**config.mk**
```make
export PLATFORM = sky130hd
export DESIGN_NAME = smt_timer
export DESIGN_NICKNAME = d
export VERILOG_FILES = /design/src/rtl/smt_pkg.sv /design/src/rtl/smt_pin_if.sv /design/src/rtl/smt_pin_filter.sv /design/src/rtl/smt_timer.sv
export SDC_FILE = /design/constraint.sdc
export NUM_CORES = 1
export LEC_CHECK = 0
export BUFFER_PORTS_ARGS = -buffer_cell sky130_fd_sc_hd__buf_2
export CORE_AREA = 3 3 90 127
export DETAILED_ROUTE_END_ITERATION = 12
export DIE_AREA = 0 0 93 130
export MAX_ROUTING_LAYER = met4
export PLACE_DENSITY = 0.77
export SLEW_MARGIN = 25
export SYNTH_ARGS = -nofsm -noshare
export SYNTH_HDL_FRONTEND = slang
export SYNTH_HIERARCHICAL = 1
export SYNTH_SLANG_ARGS = --single-unit
```
**constraint.sdc**
```tcl
create_clock -name core_clk -period 7.09 [get_ports core_clk]
set_input_delay 0 -clock core_clk [delete_from_list [all_inputs] [get_ports core_clk]]
set_output_delay 0 -clock core_clk [all_outputs]
set_load 0.01 [all_outputs]
```
**src/rtl/smt_pkg.sv**
```systemverilog
package smt_pkg;

  // Register port, counter, prescaler and filter widths.
  localparam int unsigned ADDR_W = 8;
  localparam int unsigned DATA_W = 8;
  localparam int unsigned CNT_W  = 16;
  localparam int unsigned DIV_W  = 13;
  localparam int unsigned FILT_W = 4;

  // Register byte addresses.
  localparam logic [ADDR_W-1:0] ADDR_PERIOD_LO  = 8'h10;
  localparam logic [ADDR_W-1:0] ADDR_PERIOD_HI  = 8'h11;
  localparam logic [ADDR_W-1:0] ADDR_CAPTURE_LO = 8'h12;
  localparam logic [ADDR_W-1:0] ADDR_CAPTURE_HI = 8'h13;
  localparam logic [ADDR_W-1:0] ADDR_CONTROL    = 8'h14;

  // Reset and fixed values.
  localparam logic [DATA_W-1:0] CTL_RESET     = 8'h00;
  localparam logic [DATA_W-1:0] RDATA_IDLE    = 8'h00;
  localparam logic [CNT_W-1:0]  PERIOD_RESET  = 16'h0000;
  localparam logic [CNT_W-1:0]  CAPTURE_RESET = 16'h0000;
  localparam logic [CNT_W-1:0]  CNT_CLEAR     = 16'h0000;
  localparam logic [CNT_W-1:0]  CNT_ONE       = 16'h0001;
  localparam logic [DIV_W-1:0]  DIV_CLEAR     = 13'h0000;
  localparam logic [DIV_W-1:0]  DIV_ONE       = 13'h0001;
  localparam logic [FILT_W-1:0] FILT_CLEAR    = 4'h0;
  localparam logic [FILT_W-1:0] FILT_ONE      = 4'h1;

  // Prescaler exponents of the three internal source clocks.
  localparam logic [3:0] DIV_EXP_SLOW = 4'hb;
  localparam logic [3:0] DIV_EXP_MID  = 4'h7;
  localparam logic [3:0] DIV_EXP_FAST = 4'h3;

  // Input noise filter timing, in periods of fc, which is the core clock.
  localparam int unsigned CORE_CLK_HZ     = 20_000_000;
  localparam int unsigned FC_HZ           = CORE_CLK_HZ;
  localparam int unsigned NOISE_REJECT_FC = 7;
  localparam int unsigned EDGE_MIN_FC     = 13;
  localparam logic [FILT_W-1:0] FILT_ACCEPT_CYC = FILT_W'(NOISE_REJECT_FC * (CORE_CLK_HZ / FC_HZ) + 1);

  typedef enum logic [1:0] {
    MODE_TIMER  = 2'b00,
    MODE_WINDOW = 2'b01,
    MODE_PULSE  = 2'b10,
    MODE_PPG    = 2'b11
  } smt_mode_e;

  typedef enum logic [1:0] {
    CLK_SLOW = 2'b00,
    CLK_MID  = 2'b01,
    CLK_FAST = 2'b10,
    CLK_EXT  = 2'b11
  } smt_clk_e;

  typedef enum logic [1:0] {
    START_STOP = 2'b00,
    START_CMD  = 2'b01,
    START_RISE = 2'b10,
    START_FALL = 2'b11
  } smt_start_e;

  typedef enum logic [1:0] {
    RUN_IDLE  = 2'b00,
    RUN_COUNT = 2'b01,
    RUN_HOLD  = 2'b10
  } smt_run_e;

  // Bit 6 is the auto-capture, trigger-stop or capture edge mode bit, by mode.
  typedef struct packed {
    logic       flipflop_ctl;
    logic       opt;
    smt_start_e start;
    smt_clk_e   clk_sel;
    smt_mode_e  mode;
  } smt_ctl_s;

endpackage

```
**src/rtl/smt_pin_if.sv**
```systemverilog
`timescale 1ns/1ns
interface smt_pin_if;
  logic level;
  logic rise;
  logic fall;
  modport drv (output level, output rise, output fall);
  modport rcv (input level, input rise, input fall);
endinterface

```
**src/rtl/smt_pin_filter.sv**
```systemverilog
`timescale 1ns/1ns
module smt_pin_filter
(
  // Clock and reset
  input  wire logic core_clk,
  input  wire logic rst_n,
  input  wire logic clk_en,
  // Pin and filtered result
  input  wire logic timer_input_pin,
  smt_pin_if.drv    filt
);
  import smt_pkg::*;

  typedef struct packed {
    logic [2:0]        sync;
    logic              level;
    logic [FILT_W-1:0] cnt;
    logic              rise;
    logic              fall;
  } smt_filt_s;

  smt_filt_s s;
  smt_filt_s next_s;

  // A new level must stay put for the accept count, so short glitches never reach the timer.
  always_comb
  begin
    next_s      = s;
    next_s.sync = {s.sync[1:0], timer_input_pin};
    next_s.rise = 1'b0;
    next_s.fall = 1'b0;
    if (s.sync[2] == s.sync[1] && s.sync[2] != s.level)
    begin
      if (s.cnt == FILT_ACCEPT_CYC - FILT_ONE)
      begin
        next_s.level = s.sync[2];
        next_s.rise  = s.sync[2];
        next_s.fall  = ~s.sync[2];
        next_s.cnt   = FILT_CLEAR;
      end
      else
      begin
        next_s.cnt = s.cnt + FILT_ONE;
      end
    end
    else
    begin
      next_s.cnt = FILT_CLEAR;
    end
  end

  always_ff @(posedge core_clk or negedge rst_n)
  begin
    if (!rst_n)
      s <= '0;
    else if (clk_en)
      s <= next_s;
  end

  assign filt.level = s.level;
  assign filt.rise  = s.rise;
  assign filt.fall  = s.fall;
endmodule // smt_pin_filter

```
**src/rtl/smt_timer.sv**
```systemverilog
// The strobed register port was left to the implementer.
`timescale 1ns/1ns
// Overview of operation
// - Timer mode counts internal clock; on period match interrupt, clear, keep counting.
// - Auto-capture bit set copies the running count into the capture register.
// - Source clock field picks one of three prescaled clocks, or the pin.
// - External trigger mode waits idle for the selected pin edge, then counts.
// - External trigger match interrupts, clears and halts until next trigger edge.
// - With trigger-stop set, the opposite edge clears and stops the counter.
// - Otherwise opposite edges and repeated triggers before a match are ignored.
// - Pin pulses of seven fc or less are rejected; thirteen fc is detected.
// - Event counter mode counts selected pin edges; match interrupts and clears.
// - Event match is checked only on the edge opposite to counting.
// - Window mode counts internal clock ANDed with pin; match interrupts, clears.
// - Start field selects active-high or active-low window input.
// - Pulse mode starts on trigger edge, captures and interrupts on opposite edge.
// - Bit 6 chooses single edge capture (1) or double edge capture (0).
// - Single edge loads one at capture; double keeps counting, captures again at trigger.
// - After a single edge capture the counter sits at one until the next trigger edge.
module smt_timer
(
  // Clock and reset
  input  wire logic                       core_clk,
  input  wire logic                       rst_n,
  input  wire logic                       clk_en,
  // Register port
  input  wire logic [smt_pkg::ADDR_W-1:0] reg_addr,
  input  wire logic [smt_pkg::DATA_W-1:0] reg_wdata,
  input  wire logic                       reg_wr,
  input  wire logic                       reg_rd,
  output      logic [smt_pkg::DATA_W-1:0] reg_rdata,
  // System control
  input  wire logic                       prescaler_select,
  input  wire logic                       stop_req,
  // Pin and event
  input  wire logic                       timer_input_pin,
  output      logic                       match_interrupt
);
  import smt_pkg::*;

  typedef struct packed {
    smt_ctl_s          ctl;
    logic [CNT_W-1:0]  period;
    logic [CNT_W-1:0]  stage;
    logic              pend;
    logic [CNT_W-1:0]  cnt;
    logic [CNT_W-1:0]  cap;
    smt_run_e          run;
    logic [DIV_W-1:0]  div;
    logic              irq;
    logic [DATA_W-1:0] rdata;
  } smt_state_s;

  smt_state_s s;
  smt_state_s next_s;

  smt_pin_if pin_if ();

  logic       tick;
  logic       ext_clk;
  logic       trig_edge;
  logic       opp_edge;
  logic       src_edge;
  logic       match;
  logic       win_open;
  logic       timer_on;
  logic       evt_on;
  logic       trig_on;
  logic       win_on;
  logic       pulse_on;
  logic       acap_on;

  // Exponent of the selected internal source clock; the prescaler input adds one to it.
  function automatic logic [3:0] smt_div_exp(input smt_clk_e sel, input logic slow);
    logic [3:0] base;
    unique case (sel)
      CLK_SLOW: base = DIV_EXP_SLOW;
      CLK_MID:  base = DIV_EXP_MID;
      CLK_FAST: base = DIV_EXP_FAST;
      CLK_EXT:  base = DIV_EXP_FAST;
    endcase
    return base + {3'h0, slow};
  endfunction

  function automatic logic smt_div_tick(input logic [DIV_W-1:0] div, input logic [3:0] exp);
    logic [DIV_W-1:0] mask;
    mask = DIV_W'((14'h0001 << exp) - 14'h0001);
    return (div & mask) == mask;
  endfunction

  // Returns the interrupt flag above the next count for a match-and-clear step.
  function automatic logic [CNT_W:0] smt_step(input logic [CNT_W-1:0] cnt, input logic [CNT_W-1:0] period);
    return (cnt == period) ? {1'b1, CNT_CLEAR} : {1'b0, cnt + CNT_ONE};
  endfunction

  smt_pin_filter u_filter (
    .core_clk        (core_clk),
    .rst_n           (rst_n),
    .clk_en          (clk_en),
    .timer_input_pin (timer_input_pin),
    .filt            (pin_if)
  );

  assign ext_clk   = s.ctl.clk_sel == CLK_EXT;
  assign tick      = smt_div_tick(s.div, smt_div_exp(s.ctl.clk_sel, prescaler_select));
  assign trig_edge = (s.ctl.start == START_FALL) ? pin_if.fall : pin_if.rise;
  assign opp_edge  = (s.ctl.start == START_FALL) ? pin_if.rise : pin_if.fall;
  assign src_edge  = ext_clk ? trig_edge : tick;
  assign match     = s.cnt == s.period;
  assign win_open  = pin_if.level ^ (s.ctl.start == START_FALL);

  assign timer_on  = s.ctl.mode == MODE_TIMER && !ext_clk && s.ctl.start == START_CMD;
  assign evt_on    = s.ctl.mode == MODE_TIMER && ext_clk && s.ctl.start != START_STOP;
  assign trig_on   = s.ctl.mode == MODE_TIMER && !ext_clk && s.ctl.start[1];
  assign win_on    = s.ctl.mode == MODE_WINDOW && s.ctl.start != START_STOP;
  assign pulse_on  = s.ctl.mode == MODE_PULSE && s.ctl.start != START_STOP;
  assign acap_on   = s.ctl.opt && (s.ctl.mode == MODE_WINDOW || (s.ctl.mode == MODE_TIMER
                     && (ext_clk || s.ctl.start == START_CMD)));

  always_comb
  begin
    next_s       = s;
    next_s.irq   = 1'b0;
    next_s.rdata = RDATA_IDLE;
    next_s.div   = s.div + DIV_ONE;

    // A half-written period never reaches the comparator.
    if (s.pend && src_edge)
    begin
      next_s.period = s.stage;
      next_s.pend   = 1'b0;
    end

    if (s.ctl.start == START_STOP)
    begin
      next_s.cnt = CNT_CLEAR;
      next_s.run = RUN_IDLE;
    end
    else
    begin
      unique case (s.ctl.mode)
        MODE_TIMER:
        begin
          if (ext_clk)
          begin
            if (trig_edge)
            begin
              next_s.cnt = s.cnt + CNT_ONE;
            end
            else if (opp_edge && match)
            begin
              next_s.irq = 1'b1;
              next_s.cnt = CNT_CLEAR;
            end
          end
          else if (s.ctl.start == START_CMD)
          begin
            if (tick)
            begin
              {next_s.irq, next_s.cnt} = smt_step(s.cnt, s.period);
            end
          end
          else
          begin
            unique case (s.run)
              RUN_IDLE:
              begin
                if (trig_edge)
                begin
                  next_s.run = RUN_COUNT;
                end
              end
              RUN_COUNT:
              begin
                // Further trigger edges fall through here unseen until a match.
                if (s.ctl.opt && opp_edge) // and
                begin
                  next_s.cnt = CNT_CLEAR;
                  next_s.run = RUN_IDLE;
                end
                else if (tick)
                begin
                  {next_s.irq, next_s.cnt} = smt_step(s.cnt, s.period);
                  if (match)
                  begin
                    next_s.run = RUN_IDLE;
                  end
                end
              end
              default:
              begin
                next_s.run = RUN_IDLE;
              end
            endcase
          end
        end
        MODE_WINDOW:
        begin
          if (tick && win_open)
          begin
            {next_s.irq, next_s.cnt} = smt_step(s.cnt, s.period);
          end
        end
        MODE_PULSE:
        begin
          unique case (s.run)
            RUN_IDLE:
            begin
              if (trig_edge)
              begin
                next_s.cnt = CNT_CLEAR;
                next_s.run = RUN_COUNT;
              end
            end
            RUN_COUNT:
            begin
              if (opp_edge)
              begin
                next_s.cap = s.cnt;
                next_s.irq = 1'b1;
                if (s.ctl.opt) // and
                begin
                  next_s.cnt = CNT_ONE;
                  next_s.run = RUN_HOLD;
                end
              end
              else if (trig_edge && !s.ctl.opt)
              begin
                next_s.cap = s.cnt;
                next_s.irq = 1'b1;
                next_s.cnt = CNT_ONE;
              end
              else if (tick)
              begin
                next_s.cnt = s.cnt + CNT_ONE;
              end
            end
            RUN_HOLD:
            begin
              if (trig_edge)
              begin
                next_s.run = RUN_COUNT;
              end
            end
            default:
            begin
              next_s.run = RUN_IDLE;
            end
          endcase
        end
        MODE_PPG:
        begin
          next_s.run = RUN_IDLE;
        end
      endcase
    end

    if (acap_on)
    begin
      next_s.cap = s.cnt;
    end

    if (reg_wr)
    begin
      case (reg_addr)
        ADDR_PERIOD_LO: next_s.stage[7:0] = reg_wdata;
        ADDR_PERIOD_HI:
        begin
          next_s.stage[15:8] = reg_wdata;
          next_s.pend        = 1'b1;
        end
        ADDR_CONTROL:
        begin
          next_s.ctl              = smt_ctl_s'(reg_wdata);
          next_s.ctl.flipflop_ctl = 1'b0;
        end
        default: next_s.pend = s.pend;
      endcase
    end

    // Stop entry overrides the start field of a control write in the same cycle.
    if (stop_req)
    begin
      next_s.ctl.start = START_STOP;
    end

    if (reg_rd)
    begin
      case (reg_addr)
        ADDR_PERIOD_LO:  next_s.rdata = s.period[7:0];
        ADDR_PERIOD_HI:  next_s.rdata = s.period[15:8];
        ADDR_CAPTURE_LO: next_s.rdata = s.cap[7:0];
        ADDR_CAPTURE_HI: next_s.rdata = s.cap[15:8];
        ADDR_CONTROL:    next_s.rdata = s.ctl;
        default:         next_s.rdata = RDATA_IDLE;
      endcase
    end
  end

  always_ff @(posedge core_clk or negedge rst_n)
  begin
    if (!rst_n)
    begin
      s        <= '0;
      s.ctl    <= smt_ctl_s'(CTL_RESET);
      s.period <= PERIOD_RESET;
      s.stage  <= PERIOD_RESET;
      s.cap    <= CAPTURE_RESET;
      s.run    <= RUN_IDLE;
    end
    else if (clk_en)
    begin
      s <= next_s;
    end
  end

  assign reg_rdata       = s.rdata;
  assign match_interrupt = s.irq;
endmodule // smt_timer

```
==> results.sh <==
export IMPL_fin_area_sq_um=6790
export IMPL_clk_path_buf_depth=2
export IMPL_avgSynthCellArea_sq_um=10.0
export IMPL_core_area_sq_um=10300
export IMPL_cts_buffers_inserted=9
export IMPL_cts_resized=0
export IMPL_n_antenna_cell=0
export IMPL_grt_max_degree=71
export IMPL_port_buffers=32
export IMPL_syn_area_sq_um=6200
export IMPL_skew_ps=14.0
export IMPL_ys_seq_area_share_pct=42.8
export IMPL_drcViolationCount=0
export IMPL_num_nets_final=672
export IMPL_ys_flop_type="dfrtp_1"
export IMPL_dp_hpwl_microns=11900
export IMPL_grt_ovfl_total=0
export IMPL_num_vias=5037
export IMPL_viasPerCell=6.44
export IMPL_async_reset_ff_share_pct=100
export IMPL_dr_pass1_iters=5
export IMPL_path_max_fanout=21
export IMPL_post_cts_buffers=0
export IMPL_syn_nets=651
export IMPL_setup_viol=0
export IMPL_cp_required_ps=7310
export IMPL_final_hold_viol_count=0
export IMPL_start_kind="flip-flop"
export IMPL_fin_setup_tns_ps=0
export IMPL_clk_latency_ps=360
export IMPL_cts_tree="yes"
export IMPL_leakage_nw=3.07
export IMPL_max_freq_mhz=314
export IMPL_hold_class="in2reg"
export IMPL_path_clk_slew_ps=90
export IMPL_endpoint_kind="flip-flop"
export IMPL_period_needed_ps=3190
export IMPL_synth_seq_cells=106
export IMPL_status="finished, final reports clean"
export IMPL_maxCapViolCount=0
export IMPL_cts_sinks=106
export IMPL_wire_per_inst_microns=21.3
export IMPL_drt_iter0_drc=406
export IMPL_synth_warnings=6
export IMPL_power_density_nw_per_um2=190
export IMPL_htreeDepth=3
export IMPL_antenna_found_initial=0
export IMPL_wl_microns=16700
export IMPL_cts_root_buffer_cell="clkbuf_16"
export IMPL_final_common_cell="dfrtp_1"
export IMPL_nFillCells=859
export IMPL_worst_pin_slew_ps=864
export IMPL_die_area_sq_um=12100
export IMPL_initial_core_util_pct=59.9
export IMPL_io_pins=33
export IMPL_areaGrowthSynthToFinish_pct=9.65
export IMPL_drv_slew=0
export IMPL_grt_pass1_vias=5011
export IMPL_arrival_ps=3410
export IMPL_die_x_microns=93
export IMPL_synth_edf_count=0
export IMPL_fin_crit_sh_pct=45.0
export IMPL_yosysUniqueCellTypes=81
export IMPL_rows=44
export IMPL_placed_area_sq_um=6350
export IMPL_die_h_microns=130
export IMPL_grt_total_usage_pct=29.5
export IMPL_crit_type="reg2reg"
export IMPL_syn_inst=618
export IMPL_final_antenna_net_count=0
export IMPL_vdd_drop_max_uv=145
export IMPL_layout_common_cells="dfrtp_1 (106), nand2_1 (51), mux2_2 (47)"
export IMPL_gp_congestion=0.980
export IMPL_slew_headroom_pct=42.4
export IMPL_drive_gt1_share_pct=18.9
export IMPL_rsz0062_at_grt="false"
export IMPL_grt_pass1_wl_microns=26700
[per-layer routing]
layer | share of wire (%) | track usage, % | vias up
met2 | 50 | 48.3 | 148
met3 | 3.9 | 3.86 | 43
met5 | 0 | - | -
li1 | - | - | 2306
met4 | 3.9 | 13.4 | 0
met1 | 42 | 36.5 | 2540
[critical path, cell delays in order (launching register included)]
cell	delay [ps]
dfrtp_1	550
nand2b_1	100
ha_1	230
or4b_1	520
a21o_1	180
nand4bb_1	100
buf_4	260
o221ai_1	180
o311ai_2	280
buf_4	290
nand2b_4	250
o32ai_1	110
[cell families after synthesis]
group / synth area share, %
xor gates and xnor gates: 5.09
adders and majority gates: 1.82
muxes: 12.2
buffers and inverters: 5.33
and+or+nand+nor: 15.5
other: 0.0605
DFF: 42.8
AOI/OAI and AO/OA: 17.2
[final timing paths]
path / start / end / slack (ps) / depth (start not counted)
worst max-delay path: s[92] / s[50] / 3900 / 11
worst min-delay path: reg_rd / reg_rdata[6] / 60 / 3
worst max register to register: s[92] / s[50] / 3900 / 11
worst min register to register: s[20] / s[20] / 490 / 1
max in group asynchronous: rst_n / s[56] / 5700 / 3
min in group asynchronous: rst_n / s[44] / 150 / 2
[flip-flops by register name, indices dropped and copies added (netlist names)]
name and cells:
match_interrupt 1, u_filter/filt.rise 1, u_filter/filt.fall 1, u_filter/filt.level 1, u_filter/s 5, reg_rdata 8
u_filter/next_s 2, s 87
[cell usage after synthesis (3+ instances only)]
master | n | share of area [%]
a211oi_1 | 3 | 0.36
a21o_1 | 4 | 0.48
a21oi_1 | 18 | 1.5
a221oi_1 | 11 | 1.6
a22o_1 | 7 | 0.99
a2bb2oi_1 | 4 | 0.57
a31oi_1 | 7 | 0.71
and3_1 | 9 | 0.91
buf_2 | 15 | 1.2
buf_4 | 11 | 1.3
clkbuf_1 | 12 | 0.73
dfrtp_1 | 106 | 43
ha_1 | 9 | 1.8
inv_1 | 29 | 1.8
mux2_1 | 13 | 2.4
mux2_2 | 47 | 8.5
mux2i_1 | 8 | 1.3
nand2_1 | 51 | 3.1
nand2b_1 | 6 | 0.61
nand3_1 | 17 | 1.4
nand3b_1 | 3 | 0.36
nand4_1 | 6 | 0.61
nor2_1 | 33 | 2.0
nor2b_1 | 6 | 0.61
nor3_1 | 7 | 0.57
nor4_1 | 11 | 1.1
nor4_2 | 3 | 0.61
o2111ai_1 | 3 | 0.42
o211ai_1 | 5 | 0.61
o21ai_0 | 27 | 2.2
o21ai_1 | 13 | 1.1
o22ai_1 | 14 | 1.4
o32ai_1 | 4 | 0.57
o41ai_1 | 3 | 0.42
or3_1 | 3 | 0.30
xnor2_1 | 15 | 2.1
xor2_1 | 21 | 3.0
[power by group]
part	switching [mW]	leakage [nW]	internal (mW)
clock	0.262	0.152	0.256
combinational	0.0571	1.47	0.0482
sequential	0.0350	1.45	0.632
total	0.354	3.07	0.936
[cell type report]
class / instances / area (sq um) / area share (%)
well taps: 138 / 173 / 2.54
clock buffers: 9 / 225 / 3.31
repair buffers: 51 / 338 / 4.97
flip-flops and latches: 106 / 2650 / 39.0
inverters: 29 / 109 / 1.60
clock inverters: 7 / 83.8 / 1.23
multi-input cells: 442 / 3210 / 47.3
[what timing repair did]
action                     CTS  global route
setup endpoints to repair    0             0
hold endpoints to repair    61             0
hold buffers                13             0
[through the flow]
| step | worst slack (ps) | util, % | cells | hold slack, ps | power (mW) |
|---|---|---|---|---|---|
| final | 3900 | 65.6 | 782 | 61.3 | 1.29 |
| after global routing | 3750 | 65.6 | 782 | 108 | 1.33 |
| after CTS | 3940 | 65.6 | 782 | 64.0 | 1.30 |
| after detailed placement | 3970 | 61.4 | 753 | -5.96 | 0.778 |
| after global placement | 4050 | 61.4 | 753 | -9.20 | 0.771 |
| after floorplan | 4420 | - | 618 | -296 | 0.733 |
Note: power is estimated with default switching activity, not from simulation.
